**config.mk**
```make
export PLATFORM = sky130hd
export DESIGN_NAME = spf_follower
export DESIGN_NICKNAME = d
export VERILOG_FILES = /design/src/core/spf_pkg.sv /design/src/core/spf_decoder.sv /design/src/core/spf_follower.sv
export VERILOG_INCLUDE_DIRS = /design/src /design/src/core
export SDC_FILE = /design/constraint.sdc
export NUM_CORES = 2
export LEC_CHECK = 0
export BUFFER_PORTS_ARGS = -buffer_cell sky130_fd_sc_hd__clkbuf_2
export CORE_ASPECT_RATIO = 1.4
export CORE_UTILIZATION = 45
export CTS_BUF_LIST = sky130_fd_sc_hd__clkbuf_4
export DETAILED_ROUTE_END_ITERATION = 8
export SLEW_MARGIN = 25
export SYNTH_ARGS = -nofsm -noshare
export SYNTH_HDL_FRONTEND = slang
export SYNTH_SLANG_ARGS = --single-unit
```
**constraint.sdc**
```tcl
create_clock -name MCLK_IN -period 13.2 [get_ports MCLK_IN]
set_input_delay 2.64 -clock MCLK_IN [delete_from_list [all_inputs] [get_ports MCLK_IN]]
set_output_delay 2.64 -clock MCLK_IN [all_outputs]
set_load 0.01 [all_outputs]
```
**src/core/spf_regs.svh**
```systemverilog
// Register offsets, field positions, reset values and timing counts
`ifndef SPF_REGS_SVH
`define SPF_REGS_SVH
// Byte addresses of the register words
`define SPF_CTRL_ADDR 12'h000
`define SPF_RATIO_ADDR 12'h004
`define SPF_GAIN_ADDR 12'h008
`define SPF_DEV_ADDR 12'h00C
`define SPF_STATUS_ADDR 12'h010
`define SPF_RATE_ADDR 12'h014
// Control word fields
`define SPF_CTRL_OUTSEL_LSB 0
`define SPF_CTRL_FMT_LSB 4
`define SPF_CTRL_SYNC_IDX_LSB 8
`define SPF_CTRL_SYNC_FN_LSB 16
// Ratio word fields
`define SPF_RATIO_NUM_LSB 0
`define SPF_RATIO_DEN_LSB 16
// Gain word fields, each an 8.8 fixed point factor
`define SPF_GAIN_KP_LSB 0
`define SPF_GAIN_FF_LSB 16
// Reset values
`define SPF_OUTSEL_RST 4'h0
`define SPF_FMT_RST 2'h0
`define SPF_SYNC_IDX_RST 4'h0
`define SPF_SYNC_FN_RST 5'h00
`define SPF_RATIO_RST 14'h0001
`define SPF_KP_RST 16'h0100
`define SPF_FF_RST 16'h0100
// Special codes
`define SPF_OUTSEL_REPEAT 4'h9
`define SPF_FN_SYNC 5'd27
`define SPF_RATIO_MAX 14'd9999
`define SPF_FMT_MAX 2'h2
// Speed rate window
`define SPF_CLK_MHZ 25
`define SPF_RATE_WIN_US 100
`define SPF_RATE_WIN_CYC (`SPF_RATE_WIN_US * `SPF_CLK_MHZ)
`endif

```
**src/core/spf_pkg.sv**
```systemverilog
// Types shared by the follower files
package spf_pkg;
  // Command pulse input formats
  typedef enum logic [1:0] {
    FMT_QUAD = 2'b00,
    FMT_SIGN = 2'b01,
    FMT_FWDREV = 2'b10
  } spf_fmt_t;
  // Follower operating states
  typedef enum logic [1:0] {
    ST_IDLE = 2'b00,
    ST_ACCUM = 2'b01,
    ST_RUN = 2'b10,
    ST_LOCK = 2'b11
  } spf_state_t;
endpackage

```
**src/core/spf_decoder.sv**
```systemverilog
// Command pulse train decoder for the three input formats
`timescale 1ns/1ns
module spf_decoder (
  input wire logic clk_in,
  input wire logic rst_n_in,
  input wire logic phase_a_in,
  input wire logic phase_b_in,
  input wire logic [1:0] fmt_in,
  input wire logic invert_in,
  output logic step_out,
  output logic fwd_out
);
  logic a_q, b_q, a_d, b_d;
  logic step_raw, fwd_raw;

  ////////////////////////////////////////////////////////////////////
  // Previous phase levels
  always_comb begin
    a_d = phase_a_in;
    b_d = phase_b_in;
  end
  always_ff @(posedge clk_in or negedge rst_n_in) begin
    if (!rst_n_in) begin
      a_q <= 1'b0;
      b_q <= 1'b0;
    end else begin
      a_q <= a_d;
      b_q <= b_d;
    end
  end

  ////////////////////////////////////////////////////////////////////
  // Edge decode per format
  always_comb begin
    step_raw = 1'b0;
    fwd_raw = 1'b1;
    case (fmt_in)
      spf_pkg::FMT_QUAD: begin
        // Every edge of both phases counts; a double change is dropped
        step_raw = (phase_a_in ^ a_q) ^ (phase_b_in ^ b_q);
        fwd_raw = ~(phase_a_in ^ b_q);
      end
      spf_pkg::FMT_SIGN: begin
        step_raw = phase_a_in & ~a_q;
        fwd_raw = phase_b_in;
      end
      spf_pkg::FMT_FWDREV: begin
        // Coincident edges on both lines cancel
        step_raw = (phase_a_in & ~a_q) ^ (phase_b_in & ~b_q);
        fwd_raw = phase_a_in & ~a_q;
      end
      default: begin
        step_raw = 1'b0;
        fwd_raw = 1'b1;
      end
    endcase
    step_out = step_raw;
    fwd_out = fwd_raw ^ invert_in;
  end
endmodule

```
**src/core/spf_follower.sv**
```systemverilog
// Synchronized pulse follower with APB registers
//
// The implementer's own choices: the placing of the registers and the APB interface to the registers.
`timescale 1ns/1ns
`include "spf_regs.svh"
module spf_follower #(
  parameter int MAX_SPEED = 32767,
  parameter int RATE_WIN = `SPF_RATE_WIN_CYC
) (
  input wire logic MCLK_IN,
  input wire logic NRST_IN,
  input wire logic PSEL_IN,
  input wire logic PENABLE_IN,
  input wire logic PWRITE_IN,
  input wire logic [11:0] PADDR_IN,
  input wire logic [31:0] PWDATA_IN,
  output logic [31:0] PRDATA_OUT,
  output logic PREADY_OUT,
  output logic PSLVERR_OUT,
  input wire logic CMD_IN_FIRST_PHASE_IN,
  input wire logic CMD_IN_SECOND_PHASE_IN,
  input wire logic DIRECTION_INVERT_IN,
  input wire logic FORWARD_RUN_IN,
  input wire logic [13:0] GENERAL_DIGITAL_INPUTS_IN,
  input wire logic FB_STEP_IN,
  input wire logic FB_FWD_IN,
  output logic REPEAT_OUT_FIRST_PHASE_OUT,
  output logic REPEAT_OUT_FIRST_PHASE_OE_OUT,
  output logic REPEAT_OUT_SECOND_PHASE_OUT,
  output logic REPEAT_OUT_SECOND_PHASE_OE_OUT,
  output logic signed [15:0] SPEED_CMD_OUT,
  output logic MOTOR_RUN_OUT,
  output logic SERVO_LOCK_OUT
);
  localparam logic [11:0] WIN_LAST = 12'(RATE_WIN - 1);

  logic [3:0] outsel_q, outsel_d;
  logic [1:0] fmt_q, fmt_d;
  logic [3:0] sidx_q, sidx_d;
  logic [4:0] sfn_q, sfn_d;
  logic [13:0] num_q, num_d, den_q, den_d;
  logic [15:0] kp_q, kp_d, ff_q, ff_d;
  logic [31:0] rdata_q, rdata_d;
  logic ready_q, ready_d, err_q, err_d;
  logic setup, wr_acc;
  logic dec_step, dec_fwd, sync_on;
  logic signed [23:0] res_q, res_d, wgt, dsum;
  logic cmd_up, cmd_dn;
  logic signed [31:0] dev_q, dev_d;
  logic [11:0] win_q, win_d;
  logic signed [15:0] cnt_q, cnt_d, rate_q, rate_d;
  spf_pkg::spf_state_t st_q, st_d;
  logic signed [15:0] spd_q, spd_d;
  logic signed [47:0] p_term, f_term, sum_term;
  logic rpa_q, rpa_d, rpb_q, rpb_d, rpen_d;
  logic run_q, run_d, lock_q, lock_d;

  // Clamp a ratio field into its legal range
  function automatic logic [13:0] clamp_ratio(input logic [13:0] v);
    if (v == 14'h0000) begin
      clamp_ratio = 14'h0001;
    end else if (v > `SPF_RATIO_MAX) begin
      clamp_ratio = `SPF_RATIO_MAX;
    end else begin
      clamp_ratio = v;
    end
  endfunction

  ////////////////////////////////////////////////////////////////////
  // APB slave: one wait-free access phase, data latched at setup
  assign setup = PSEL_IN & ~PENABLE_IN;
  assign wr_acc = PSEL_IN & PENABLE_IN & PWRITE_IN & ready_q;
  always_comb begin
    outsel_d = outsel_q;
    fmt_d = fmt_q;
    sidx_d = sidx_q;
    sfn_d = sfn_q;
    num_d = num_q;
    den_d = den_q;
    kp_d = kp_q;
    ff_d = ff_q;
    rdata_d = 32'h0000_0000;
    ready_d = setup;
    err_d = 1'b0;
    // Decode during setup so read data and error stand in the access phase
    if (setup) begin
      if (PADDR_IN == `SPF_CTRL_ADDR) begin
        rdata_d = {11'h000, sfn_q, 4'h0, sidx_q, 2'h0, fmt_q, outsel_q};
      end else if (PADDR_IN == `SPF_RATIO_ADDR) begin
        rdata_d = {2'h0, den_q, 2'h0, num_q};
      end else if (PADDR_IN == `SPF_GAIN_ADDR) begin
        rdata_d = {ff_q, kp_q};
      end else if (PADDR_IN == `SPF_DEV_ADDR) begin
        rdata_d = dev_q;
      end else if (PADDR_IN == `SPF_STATUS_ADDR) begin
        rdata_d = {28'h000_0000, st_q, sync_on, SERVO_LOCK_OUT};
      end else if (PADDR_IN == `SPF_RATE_ADDR) begin
        rdata_d = {{16{rate_q[15]}}, rate_q};
      end else begin
        err_d = 1'b1;
      end
    end
    // Writes take effect at the access edge
    if (wr_acc && !err_q) begin
      if (PADDR_IN == `SPF_CTRL_ADDR) begin
        outsel_d = PWDATA_IN[`SPF_CTRL_OUTSEL_LSB +: 4];
        // Formats above 2 are not accepted; the old one is kept
        if (PWDATA_IN[`SPF_CTRL_FMT_LSB +: 2] <= `SPF_FMT_MAX) begin
          fmt_d = PWDATA_IN[`SPF_CTRL_FMT_LSB +: 2];
        end
        sidx_d = PWDATA_IN[`SPF_CTRL_SYNC_IDX_LSB +: 4];
        sfn_d = PWDATA_IN[`SPF_CTRL_SYNC_FN_LSB +: 5];
      end else if (PADDR_IN == `SPF_RATIO_ADDR) begin
        num_d = clamp_ratio(PWDATA_IN[`SPF_RATIO_NUM_LSB +: 14]);
        den_d = clamp_ratio(PWDATA_IN[`SPF_RATIO_DEN_LSB +: 14]);
      end else if (PADDR_IN == `SPF_GAIN_ADDR) begin
        kp_d = PWDATA_IN[`SPF_GAIN_KP_LSB +: 16];
        ff_d = PWDATA_IN[`SPF_GAIN_FF_LSB +: 16];
      end
    end
  end
  always_ff @(posedge MCLK_IN or negedge NRST_IN) begin
    if (!NRST_IN) begin
      outsel_q <= `SPF_OUTSEL_RST;
      fmt_q <= `SPF_FMT_RST;
      sidx_q <= `SPF_SYNC_IDX_RST;
      sfn_q <= `SPF_SYNC_FN_RST;
      num_q <= `SPF_RATIO_RST;
      den_q <= `SPF_RATIO_RST;
      kp_q <= `SPF_KP_RST;
      ff_q <= `SPF_FF_RST;
      rdata_q <= 32'h0000_0000;
      ready_q <= 1'b0;
      err_q <= 1'b0;
    end else begin
      outsel_q <= outsel_d;
      fmt_q <= fmt_d;
      sidx_q <= sidx_d;
      sfn_q <= sfn_d;
      num_q <= num_d;
      den_q <= den_d;
      kp_q <= kp_d;
      ff_q <= ff_d;
      rdata_q <= rdata_d;
      ready_q <= ready_d;
      err_q <= err_d;
    end
  end
  assign PRDATA_OUT = rdata_q;
  assign PREADY_OUT = ready_q;
  assign PSLVERR_OUT = err_q;

  ////////////////////////////////////////////////////////////////////
  // Pulse decode and sync enable selection
  spf_decoder u_dec (
    .clk_in(MCLK_IN),
    .rst_n_in(NRST_IN),
    .phase_a_in(CMD_IN_FIRST_PHASE_IN),
    .phase_b_in(CMD_IN_SECOND_PHASE_IN),
    .fmt_in(fmt_q),
    .invert_in(DIRECTION_INVERT_IN),
    .step_out(dec_step),
    .fwd_out(dec_fwd)
  );
  // Reverse run is not an input here: direction comes from the decoded pulses, flipped by invert
  assign sync_on = (sfn_q == `SPF_FN_SYNC) && (sidx_q < 4'd14)
    && GENERAL_DIGITAL_INPUTS_IN[sidx_q];

  ////////////////////////////////////////////////////////////////////
  // Ratio scaler: residue in units of 1/(4*den) command counts
  assign dsum = 24'(den_q) <<< 2;
  always_comb begin
    // Quadrature edges weigh alpha 4, other pulses alpha 1
    wgt = (fmt_q == spf_pkg::FMT_QUAD) ? (24'(num_q) <<< 2) : 24'(num_q);
    cmd_up = res_q >= dsum;
    cmd_dn = res_q <= -dsum;
    res_d = res_q;
    // One command count drains per cycle, so large ratios smear over cycles
    if (cmd_up) begin
      res_d = res_d - dsum;
    end else if (cmd_dn) begin
      res_d = res_d + dsum;
    end
    if (dec_step && sync_on) begin
      res_d = dec_fwd ? res_d + wgt : res_d - wgt;
    end
    if (!sync_on) begin
      res_d = 24'sh00_0000;
    end
  end
  always_ff @(posedge MCLK_IN or negedge NRST_IN) begin
    if (!NRST_IN) begin
      res_q <= 24'sh00_0000;
    end else begin
      res_q <= res_d;
    end
  end

  ////////////////////////////////////////////////////////////////////
  // Deviation counter and command rate over a fixed window
  always_comb begin
    dev_d = dev_q;
    if (cmd_up && sync_on) begin
      dev_d = dev_d + 32'sd1;
    end else if (cmd_dn && sync_on) begin
      dev_d = dev_d - 32'sd1;
    end
    if (FB_STEP_IN && sync_on) begin
      dev_d = FB_FWD_IN ? dev_d - 32'sd1 : dev_d + 32'sd1;
    end
    // Outside sync the loop is released and the deviation discarded
    if (!sync_on) begin
      dev_d = 32'sh0000_0000;
    end
    win_d = (win_q == WIN_LAST) ? 12'h000 : win_q + 12'h001;
    cnt_d = cnt_q;
    rate_d = rate_q;
    if (win_q == WIN_LAST) begin
      rate_d = cnt_q;
      cnt_d = 16'sh0000;
    end
    if (cmd_up && sync_on) begin
      cnt_d = cnt_d + 16'sd1;
    end else if (cmd_dn && sync_on) begin
      cnt_d = cnt_d - 16'sd1;
    end
  end
  always_ff @(posedge MCLK_IN or negedge NRST_IN) begin
    if (!NRST_IN) begin
      dev_q <= 32'sh0000_0000;
      win_q <= 12'h000;
      cnt_q <= 16'sh0000;
      rate_q <= 16'sh0000;
    end else begin
      dev_q <= dev_d;
      win_q <= win_d;
      cnt_q <= cnt_d;
      rate_q <= rate_d;
    end
  end

  ////////////////////////////////////////////////////////////////////
  // Operating state
  always_comb begin
    st_d = st_q;
    case (st_q)
      spf_pkg::ST_IDLE: begin
        if (sync_on) begin
          st_d = FORWARD_RUN_IN ? spf_pkg::ST_RUN : spf_pkg::ST_ACCUM;
        end
      end
      spf_pkg::ST_ACCUM: begin
        // Pulses are counted but the motor waits for forward run
        if (!sync_on) begin
          st_d = spf_pkg::ST_IDLE;
        end else if (FORWARD_RUN_IN) begin
          st_d = spf_pkg::ST_RUN;
        end
      end
      spf_pkg::ST_RUN: begin
        if (!sync_on) begin
          st_d = spf_pkg::ST_IDLE;
        end else if (!FORWARD_RUN_IN) begin
          st_d = spf_pkg::ST_ACCUM;
        end else if (dev_q == 32'sd0 && rate_q == 16'sd0) begin
          st_d = spf_pkg::ST_LOCK;
        end
      end
      spf_pkg::ST_LOCK: begin
        if (!sync_on) begin
          st_d = spf_pkg::ST_IDLE;
        end else if (!FORWARD_RUN_IN) begin
          st_d = spf_pkg::ST_ACCUM;
        end else if (dev_q != 32'sd0 || rate_q != 16'sd0) begin
          st_d = spf_pkg::ST_RUN;
        end
      end
      default: begin
        st_d = spf_pkg::ST_IDLE;
      end
    endcase
    // Run and lock flags registered from the next state, so pins come from flops
    run_d = (st_d == spf_pkg::ST_RUN) || (st_d == spf_pkg::ST_LOCK);
    lock_d = (st_d == spf_pkg::ST_LOCK);
  end

  ////////////////////////////////////////////////////////////////////
  // Speed command: feed-forward of rate plus proportional deviation
  always_comb begin
    p_term = (48'(signed'(kp_q)) * 48'(dev_q)) >>> 8;
    // Unity ff passes the full rate, so no lag is needed to make speed
    f_term = (48'(signed'(ff_q)) * 48'(rate_q)) >>> 8;
    sum_term = p_term + f_term;
    spd_d = 16'sh0000;
    if (st_q == spf_pkg::ST_RUN || st_q == spf_pkg::ST_LOCK) begin
      // Saturation lets a large backlog run at top speed
      if (sum_term > 48'(MAX_SPEED)) begin
        spd_d = 16'(MAX_SPEED);
      end else if (sum_term < -48'(MAX_SPEED)) begin
        spd_d = -16'(MAX_SPEED);
      end else begin
        spd_d = sum_term[15:0];
      end
    end
  end

  ////////////////////////////////////////////////////////////////////
  // Pulse repeat outputs: open-collector, pulled low while phase low
  always_comb begin
    rpen_d = (outsel_q == `SPF_OUTSEL_REPEAT);
    rpa_d = rpen_d & ~CMD_IN_FIRST_PHASE_IN;
    rpb_d = rpen_d & ~CMD_IN_SECOND_PHASE_IN;
  end
  always_ff @(posedge MCLK_IN or negedge NRST_IN) begin
    if (!NRST_IN) begin
      st_q <= spf_pkg::ST_IDLE;
      spd_q <= 16'sh0000;
      rpa_q <= 1'b0;
      rpb_q <= 1'b0;
      run_q <= 1'b0;
      lock_q <= 1'b0;
    end else begin
      st_q <= st_d;
      spd_q <= spd_d;
      rpa_q <= rpa_d;
      rpb_q <= rpb_d;
      run_q <= run_d;
      lock_q <= lock_d;
    end
  end
  assign REPEAT_OUT_FIRST_PHASE_OUT = 1'b0;
  assign REPEAT_OUT_SECOND_PHASE_OUT = 1'b0;
  assign REPEAT_OUT_FIRST_PHASE_OE_OUT = rpa_q;
  assign REPEAT_OUT_SECOND_PHASE_OE_OUT = rpb_q;
  assign SPEED_CMD_OUT = spd_q;
  assign MOTOR_RUN_OUT = run_q;
  assign SERVO_LOCK_OUT = lock_q;
endmodule

```
---- After elaboration in Yosys (flattened, before gate mapping) ----
Index checks and enable logic that the tools add are counted.
storage, ports and cells
  bits of input ports ..................... 69
  register bits after elaboration ......... 233
cells by class
  multiplexer cells ....................... 51
  $add $sub $neg .......................... 13
  multiply operators ...................... 2
  reductions and logical operators ........ 25
  order comparisons ....................... 9
  bitwise logic cells ..................... 22
  equality and inequality tests ........... 15
operator list
  operator                                                                number
  32-bit 2-to-1 mux                                                       12
  24-bit 2-to-1 mux                                                       5
  16-bit 2-to-1 mux                                                       7
  32-bit by 2-bit adder with 32-bit output, second input constant         2
  32-bit by 2-bit subtractor with 32-bit output, second input constant    2
  14-bit 2-to-1 mux                                                       4
  24-bit by 17-bit adder with 24-bit output                               2
  16-bit by 32-bit multiplier with 48-bit output                          1
  24-bit by 17-bit subtractor with 24-bit output                          2
  40-bit by 24-bit adder with 41-bit output                               1
  41-bit by 16-bit > comparator with 1-bit output, second input constant  1
  41-bit by 16-bit < comparator with 1-bit output, second input constant  1
  32-bit logical NOT                                                      1
  16-bit by 16-bit multiplier with 32-bit output                          1
  32-bit nonzero test                                                     1
  14-bit > comparator, second input constant                              2
  14-bit logical NOT                                                      2
  12-bit by 4-bit == test with 1-bit output, second input constant        2
  12-bit by 5-bit == test with 1-bit output, second input constant        2
  24-bit by 17-bit greater-or-equal comparator with 1-bit output          1
  24-bit <= comparator                                                    1
  16-bit negation with 24-bit output                                      1
  2-bit 2-to-1 mux                                                        10
  16-bit by 2-bit adder with 16-bit output, second input constant         1
  other kinds (29)                                                        72

---- Depth between registers and ports, before layout ----
  depth after elaboration ................. 10
  depth in mapped cells ................... 46
  gate-level depth less buffers ........... 43

---- By module ----
Synthesis repeated with hierarchy kept, for this count alone.
second synthesis, totals
  cells, all modules ...................... 5403
  area total of the unflattened synthesis .. 46398.2 um^2
modules (own cells, without submodules)
  module        instances  cells each  area each (um^2)  sequential area each (um^2)
  spf_follower  1          5386        46225.6           5785.5
  spf_decoder   1          17          172.7             50.0

---- Worst setup path before layout ----
No wires, ideal clock.
  path type ............................... flip-flop to flip-flop
  from .................................... register ff_q[15]
  to ...................................... register spd_q[5] (netlist: SPEED_CMD_OUT[5])
  arrival time ............................ 10.070 ns
  period minus slack after synthesis ...... 10.197 ns
  cell stages (with the launch flop) ...... 44
  setup time .............................. 0.127 ns
  path slack .............................. 3.003 ns
  cell sequence ........................... dfrtp_1 -> clkbuf_1 -> clkbuf_1 -> nand2_1 -> inv_1 -> fa_1 -> fa_1 -> inv_1 -> fa_1 -> inv_1 -> fa_1 -> fa_1 -> inv_1 -> fa_1 -> inv_1 -> ha_1 -> a21o_1 -> a21o_1 -> [... 8 more ...] -> nor2_1 -> xnor2_1 -> ha_1 -> a21o_1 -> o21bai_1 -> a21o_1 -> a21o_1 -> a21o_1 -> a21oi_1 -> o21ai_2 -> a2111oi_2 -> o311ai_1 -> a32o_1 -> or4_1 -> nor4_1 -> nand3b_2 -> buf_6 -> nand3_1
on the way
  cells in the longest elaborated chain, start to end .. 6
RTL lines
  what                                              RTL line             RTL
  start, declared                                   spf_follower.sv:42   logic [15:0] kp_q, kp_d, ff_q, ff_d;
  start signal, assigned                            spf_follower.sv:131  ff_q <= `SPF_FF_RST;
  16-bit by 16-bit multiplier with 32-bit output *  spf_follower.sv:292  f_term = (48'(signed'(ff_q)) * 48'(rate_q)) >>> 8;
  40-bit by 24-bit adder with 41-bit output *       spf_follower.sv:293  sum_term = p_term + f_term;
  41-bit by 16-bit < comparator with 1-bit output   spf_follower.sv:299  end else if (sum_term < -48'(MAX_SPEED)) begin
  16-bit 2-to-1 mux                                 spf_follower.sv:299
  16-bit 2-to-1 mux *                               spf_follower.sv:297  if (sum_term > 48'(MAX_SPEED)) begin
  16-bit 2-to-1 mux *                               spf_follower.sv:295  if (st_q == spf_pkg::ST_RUN || st_q == spf_pkg::ST_LOCK) begin
  named net spd_d[5]                                spf_follower.sv:53   logic signed [15:0] spd_q, spd_d;
  end signal, assigned                              spf_follower.sv:324  spd_q <= spd_d;
  end, declared                                     spf_follower.sv:53
The timed path passes the listed nets; every way through them passes the cells marked *.
A chain may end at the register's enable or synchronous reset.

---- Worst setup path after layout ----
  from .................................... register dev_q[17]
  to ...................................... register spd_q[7] (netlist: SPEED_CMD_OUT[7])
on the way
  cells in the longest elaborated chain, start to end .. 6
RTL lines
  what                                              RTL line             RTL
  start, declared                                   spf_follower.sv:49   logic signed [31:0] dev_q, dev_d;
  start signal, assigned                            spf_follower.sv:235  dev_q <= dev_d;
  16-bit by 32-bit multiplier with 48-bit output *  spf_follower.sv:290  p_term = (48'(signed'(kp_q)) * 48'(dev_q)) >>> 8;
  40-bit by 24-bit adder with 41-bit output *       spf_follower.sv:293
  41-bit by 16-bit < comparator with 1-bit output   spf_follower.sv:299
  16-bit 2-to-1 mux                                 spf_follower.sv:299
  16-bit 2-to-1 mux *                               spf_follower.sv:297
  16-bit 2-to-1 mux *                               spf_follower.sv:295
  named net spd_d[7]                                spf_follower.sv:53
Marked as above.

==> metrics <==
CTS Hold Bufs=0; Max Fclk=0.0894 GHz; RSZ-0062 raised after global routing=no; H-tree levels=2; slowest stage delay, CP=1060 ps; most common cell in the netlist=inv_1; crit path launch type=register; PostCTS Resize Cnt=0; HP Class=reg2reg; Max Buffers Root-to-Sink=3; nets@finish=6,492; root buffer cell=clkbuf_4; Layout Utilization=0.481; Mapped Area=46,100 sq um; Die W=273 um; worst IR drop on VDD=0.0000549 V; footprint of the multi-input gates=35,800 sq um; critical path's top delay family=adder cells; post-route ant nets=0; IO Pins=125; max cap viols=0; Die Y=381 um; initial antenna violation count=5; post-synthesis register bit count=233; die area=104,000 sq um; crit share post-route=0.848; reg2reg start=dev_q[17]; critical path arrival=11,890 ps; Worst-path clk slew=70 ps; hpwl dp=112 mm; PwrDens=31.0 nW/um^2; WL/cell=21.0 um; Routability Congestion=0.926; Post-CTS Repair Setup Buffers=0; P&R area growth vs syn=5.64%; first-pass GRT wire length=225 mm; Std-Cell Core Area=101,000 sq um; GRT Total Usage=0.281; largest net degree at the start of global routing=144; status=completed; Lkg Pwr=0.0247 uW; WP buf/inv=2; Starting Density=0.455; Critical Path Start=dev_q[17]; Tmin final=11,190 ps; Final Power=1510 uW; post-synth top area cell=fa_1; final wirelength=141 mm; fill count=9,852; Mean Syn Cell Area=8.62 sq um; Hold WS=498 ps; relative slew slack=0.235; top cells by area, synth=fa_1 33%, dfrtp_1 12%, ha_1 9.3%, inv_1 7.6%, nand2_1 5.2%; worst hold start=win_q[4]; Via density=5.58; sequential cell area fraction in the yosys report=0.127; EDFF count, synth=0; share of the synthesized area in the top cell type=0.326; Slew Limit Fails=0; crit end category=register; Hold Vio Cnt, Final=0; Primary FF master, synth=dfrtp_1; Starting DRT DRC Count=2,507; Async SR Flop Fraction=1.00; Worst Clk Skew=169 ps; post-synth cell types=89; Synth Instances=5,350; clock sink count=233; Slew @ Worst Pin=1150 ps; Slowest-stage cell, CP=dfrtp_1; Setup-failing EPs final=0; CTS tree=done; Synthesis Warnings=0; Placement Rows=138; CP required=13,900 ps; Pre-antenna DRT Iters=6; PortBufs=122; setup TNS=0 ps; worst skew pair latency=940 ps; worst-path fanout max=23; Residual DRC=0; critical path class=reg2reg; Reg area=5840 sq um; CTS Buf Count=60; vias in the first global route=40,067; synth cell count leaders=933 x inv_1, 751 x fa_1, 638 x nand2_1; global route overflow=0; layout cells sized above 1=0.0704; routed vias=37,451
[metal layers]
| layer | wire, um | GRT usage | part of all wire | vias to the layer above |
|---|---|---|---|---|
| met5 | 27 | 0 | 0.00019 | - |
| met3 | 6920 | 0.0334 | 0.049 | 356 |
| met1 | 53600 | 0.327 | 0.38 | 18970 |
| li1 | - | - | - | 16966 |
| met4 | 8480 | 0.149 | 0.060 | 4 |
| met2 | 71800 | 0.503 | 0.51 | 1155 |
[cell families (layout without fill, tap and decap cells)]
group	Yosys count	count (layout)	share of synthesized area
adders and majority gates	1093	1093	0.419
AOI/OAI and AO/OA	791	791	0.112
xor gates and xnor gates	226	226	0.0429
DFF	233	233	0.127
muxes	112	112	0.0261
other	1	4	0.0000813
and+or+nand+nor	1694	1694	0.176
buffers and inverters	1200	1229	0.0983
[worst reg2reg max path: cells and delay by family, from the launching register on]
family                     cells  cell delay [ps]
adders and majority gates      8             3760
DFF                            1             1060
buffers and inverters          2              130
and+or+nand+nor                8             2450
AOI/OAI and AO/OA             17             3320
xor gates and xnor gates       1              200
[registers in the layout (all words and copies together), names as in the netlist, 5 cells and up]
register / cells
PRDATA_OUT: 32
SPEED_CMD_OUT: 16
cnt_q: 16
den_q: 14
dev_q: 32
ff_q: 16
kp_q: 16
num_q: 14
rate_q: 16
res_q: 24
sfn_q: 5
win_q: 12
[area by class of cell]
class | instances | share of cell area
multi-input cells | 3918 | 0.734
flip-flops and latches | 233 | 0.120
inverters | 933 | 0.0719
well taps | 1330 | 0.0342
repair buffers | 184 | 0.0230
clock buffers | 85 | 0.0131
clock inverters | 27 | 0.00331
diodes | 2 | 0.000103
[final timing paths]
path	depth (start not counted)	endpoint	slack, ps
worst max-delay path	36	SPEED_CMD_OUT[7]	2010
worst min-delay path	1	win_q[4]	500
worst max register to register	36	SPEED_CMD_OUT[7]	2010
worst min register to register	1	win_q[4]	500
max in group asynchronous	2	SPEED_CMD_OUT[13]	9930
min in group asynchronous	1	REPEAT_OUT_FIRST_PHASE_OE_OUT	1710
[cells in the final DEF, fill, tap and decap left out, types with 10 or more instances in the layout]
master / instances
inv_1: 932
fa_1: 751
nand2_1: 638
ha_1: 342
nor2_1: 328
and2_1: 327
a21oi_1: 224
dfrtp_1: 222
o21ai_0: 161
xnor2_1: 160
clkbuf_2: 120
a21o_1: 91
clkbuf_4: 86
nor3_1: 76
mux2i_1: 72
xor2_1: 65
nand3_1: 60
buf_4: 60
nand4_1: 44
nand2b_1: 42
mux2_2: 37
a31oi_1: 36
a211oi_1: 33
and3_1: 33
o21a_1: 29
nor2b_1: 29
nor4_1: 28
or3_1: 24
o21bai_1: 24
a22oi_1: 17
o31ai_1: 17
or2_2: 16
clkinv_1: 16
a221oi_1: 14
o22ai_1: 14
o21ai_2: 11
and4_1: 10
o41ai_1: 10
or4_1: 10
[where the power goes]
group	switching [uW]	internal [uW]
registers	0.611	714
clock network	351	324
logic	81.3	39.5
[per-stage QoR]
step	worst slack (ps)	cells	area, sq um
floorplan	3000	5351	46100
global placement	2160	6597	47900
detailed placement	2080	6598	47900
CTS	2050	6710	48700
global route	1350	6712	48700
finish	2010	6712	48700
No activity file was read; power rests on OpenSTA's default activity.
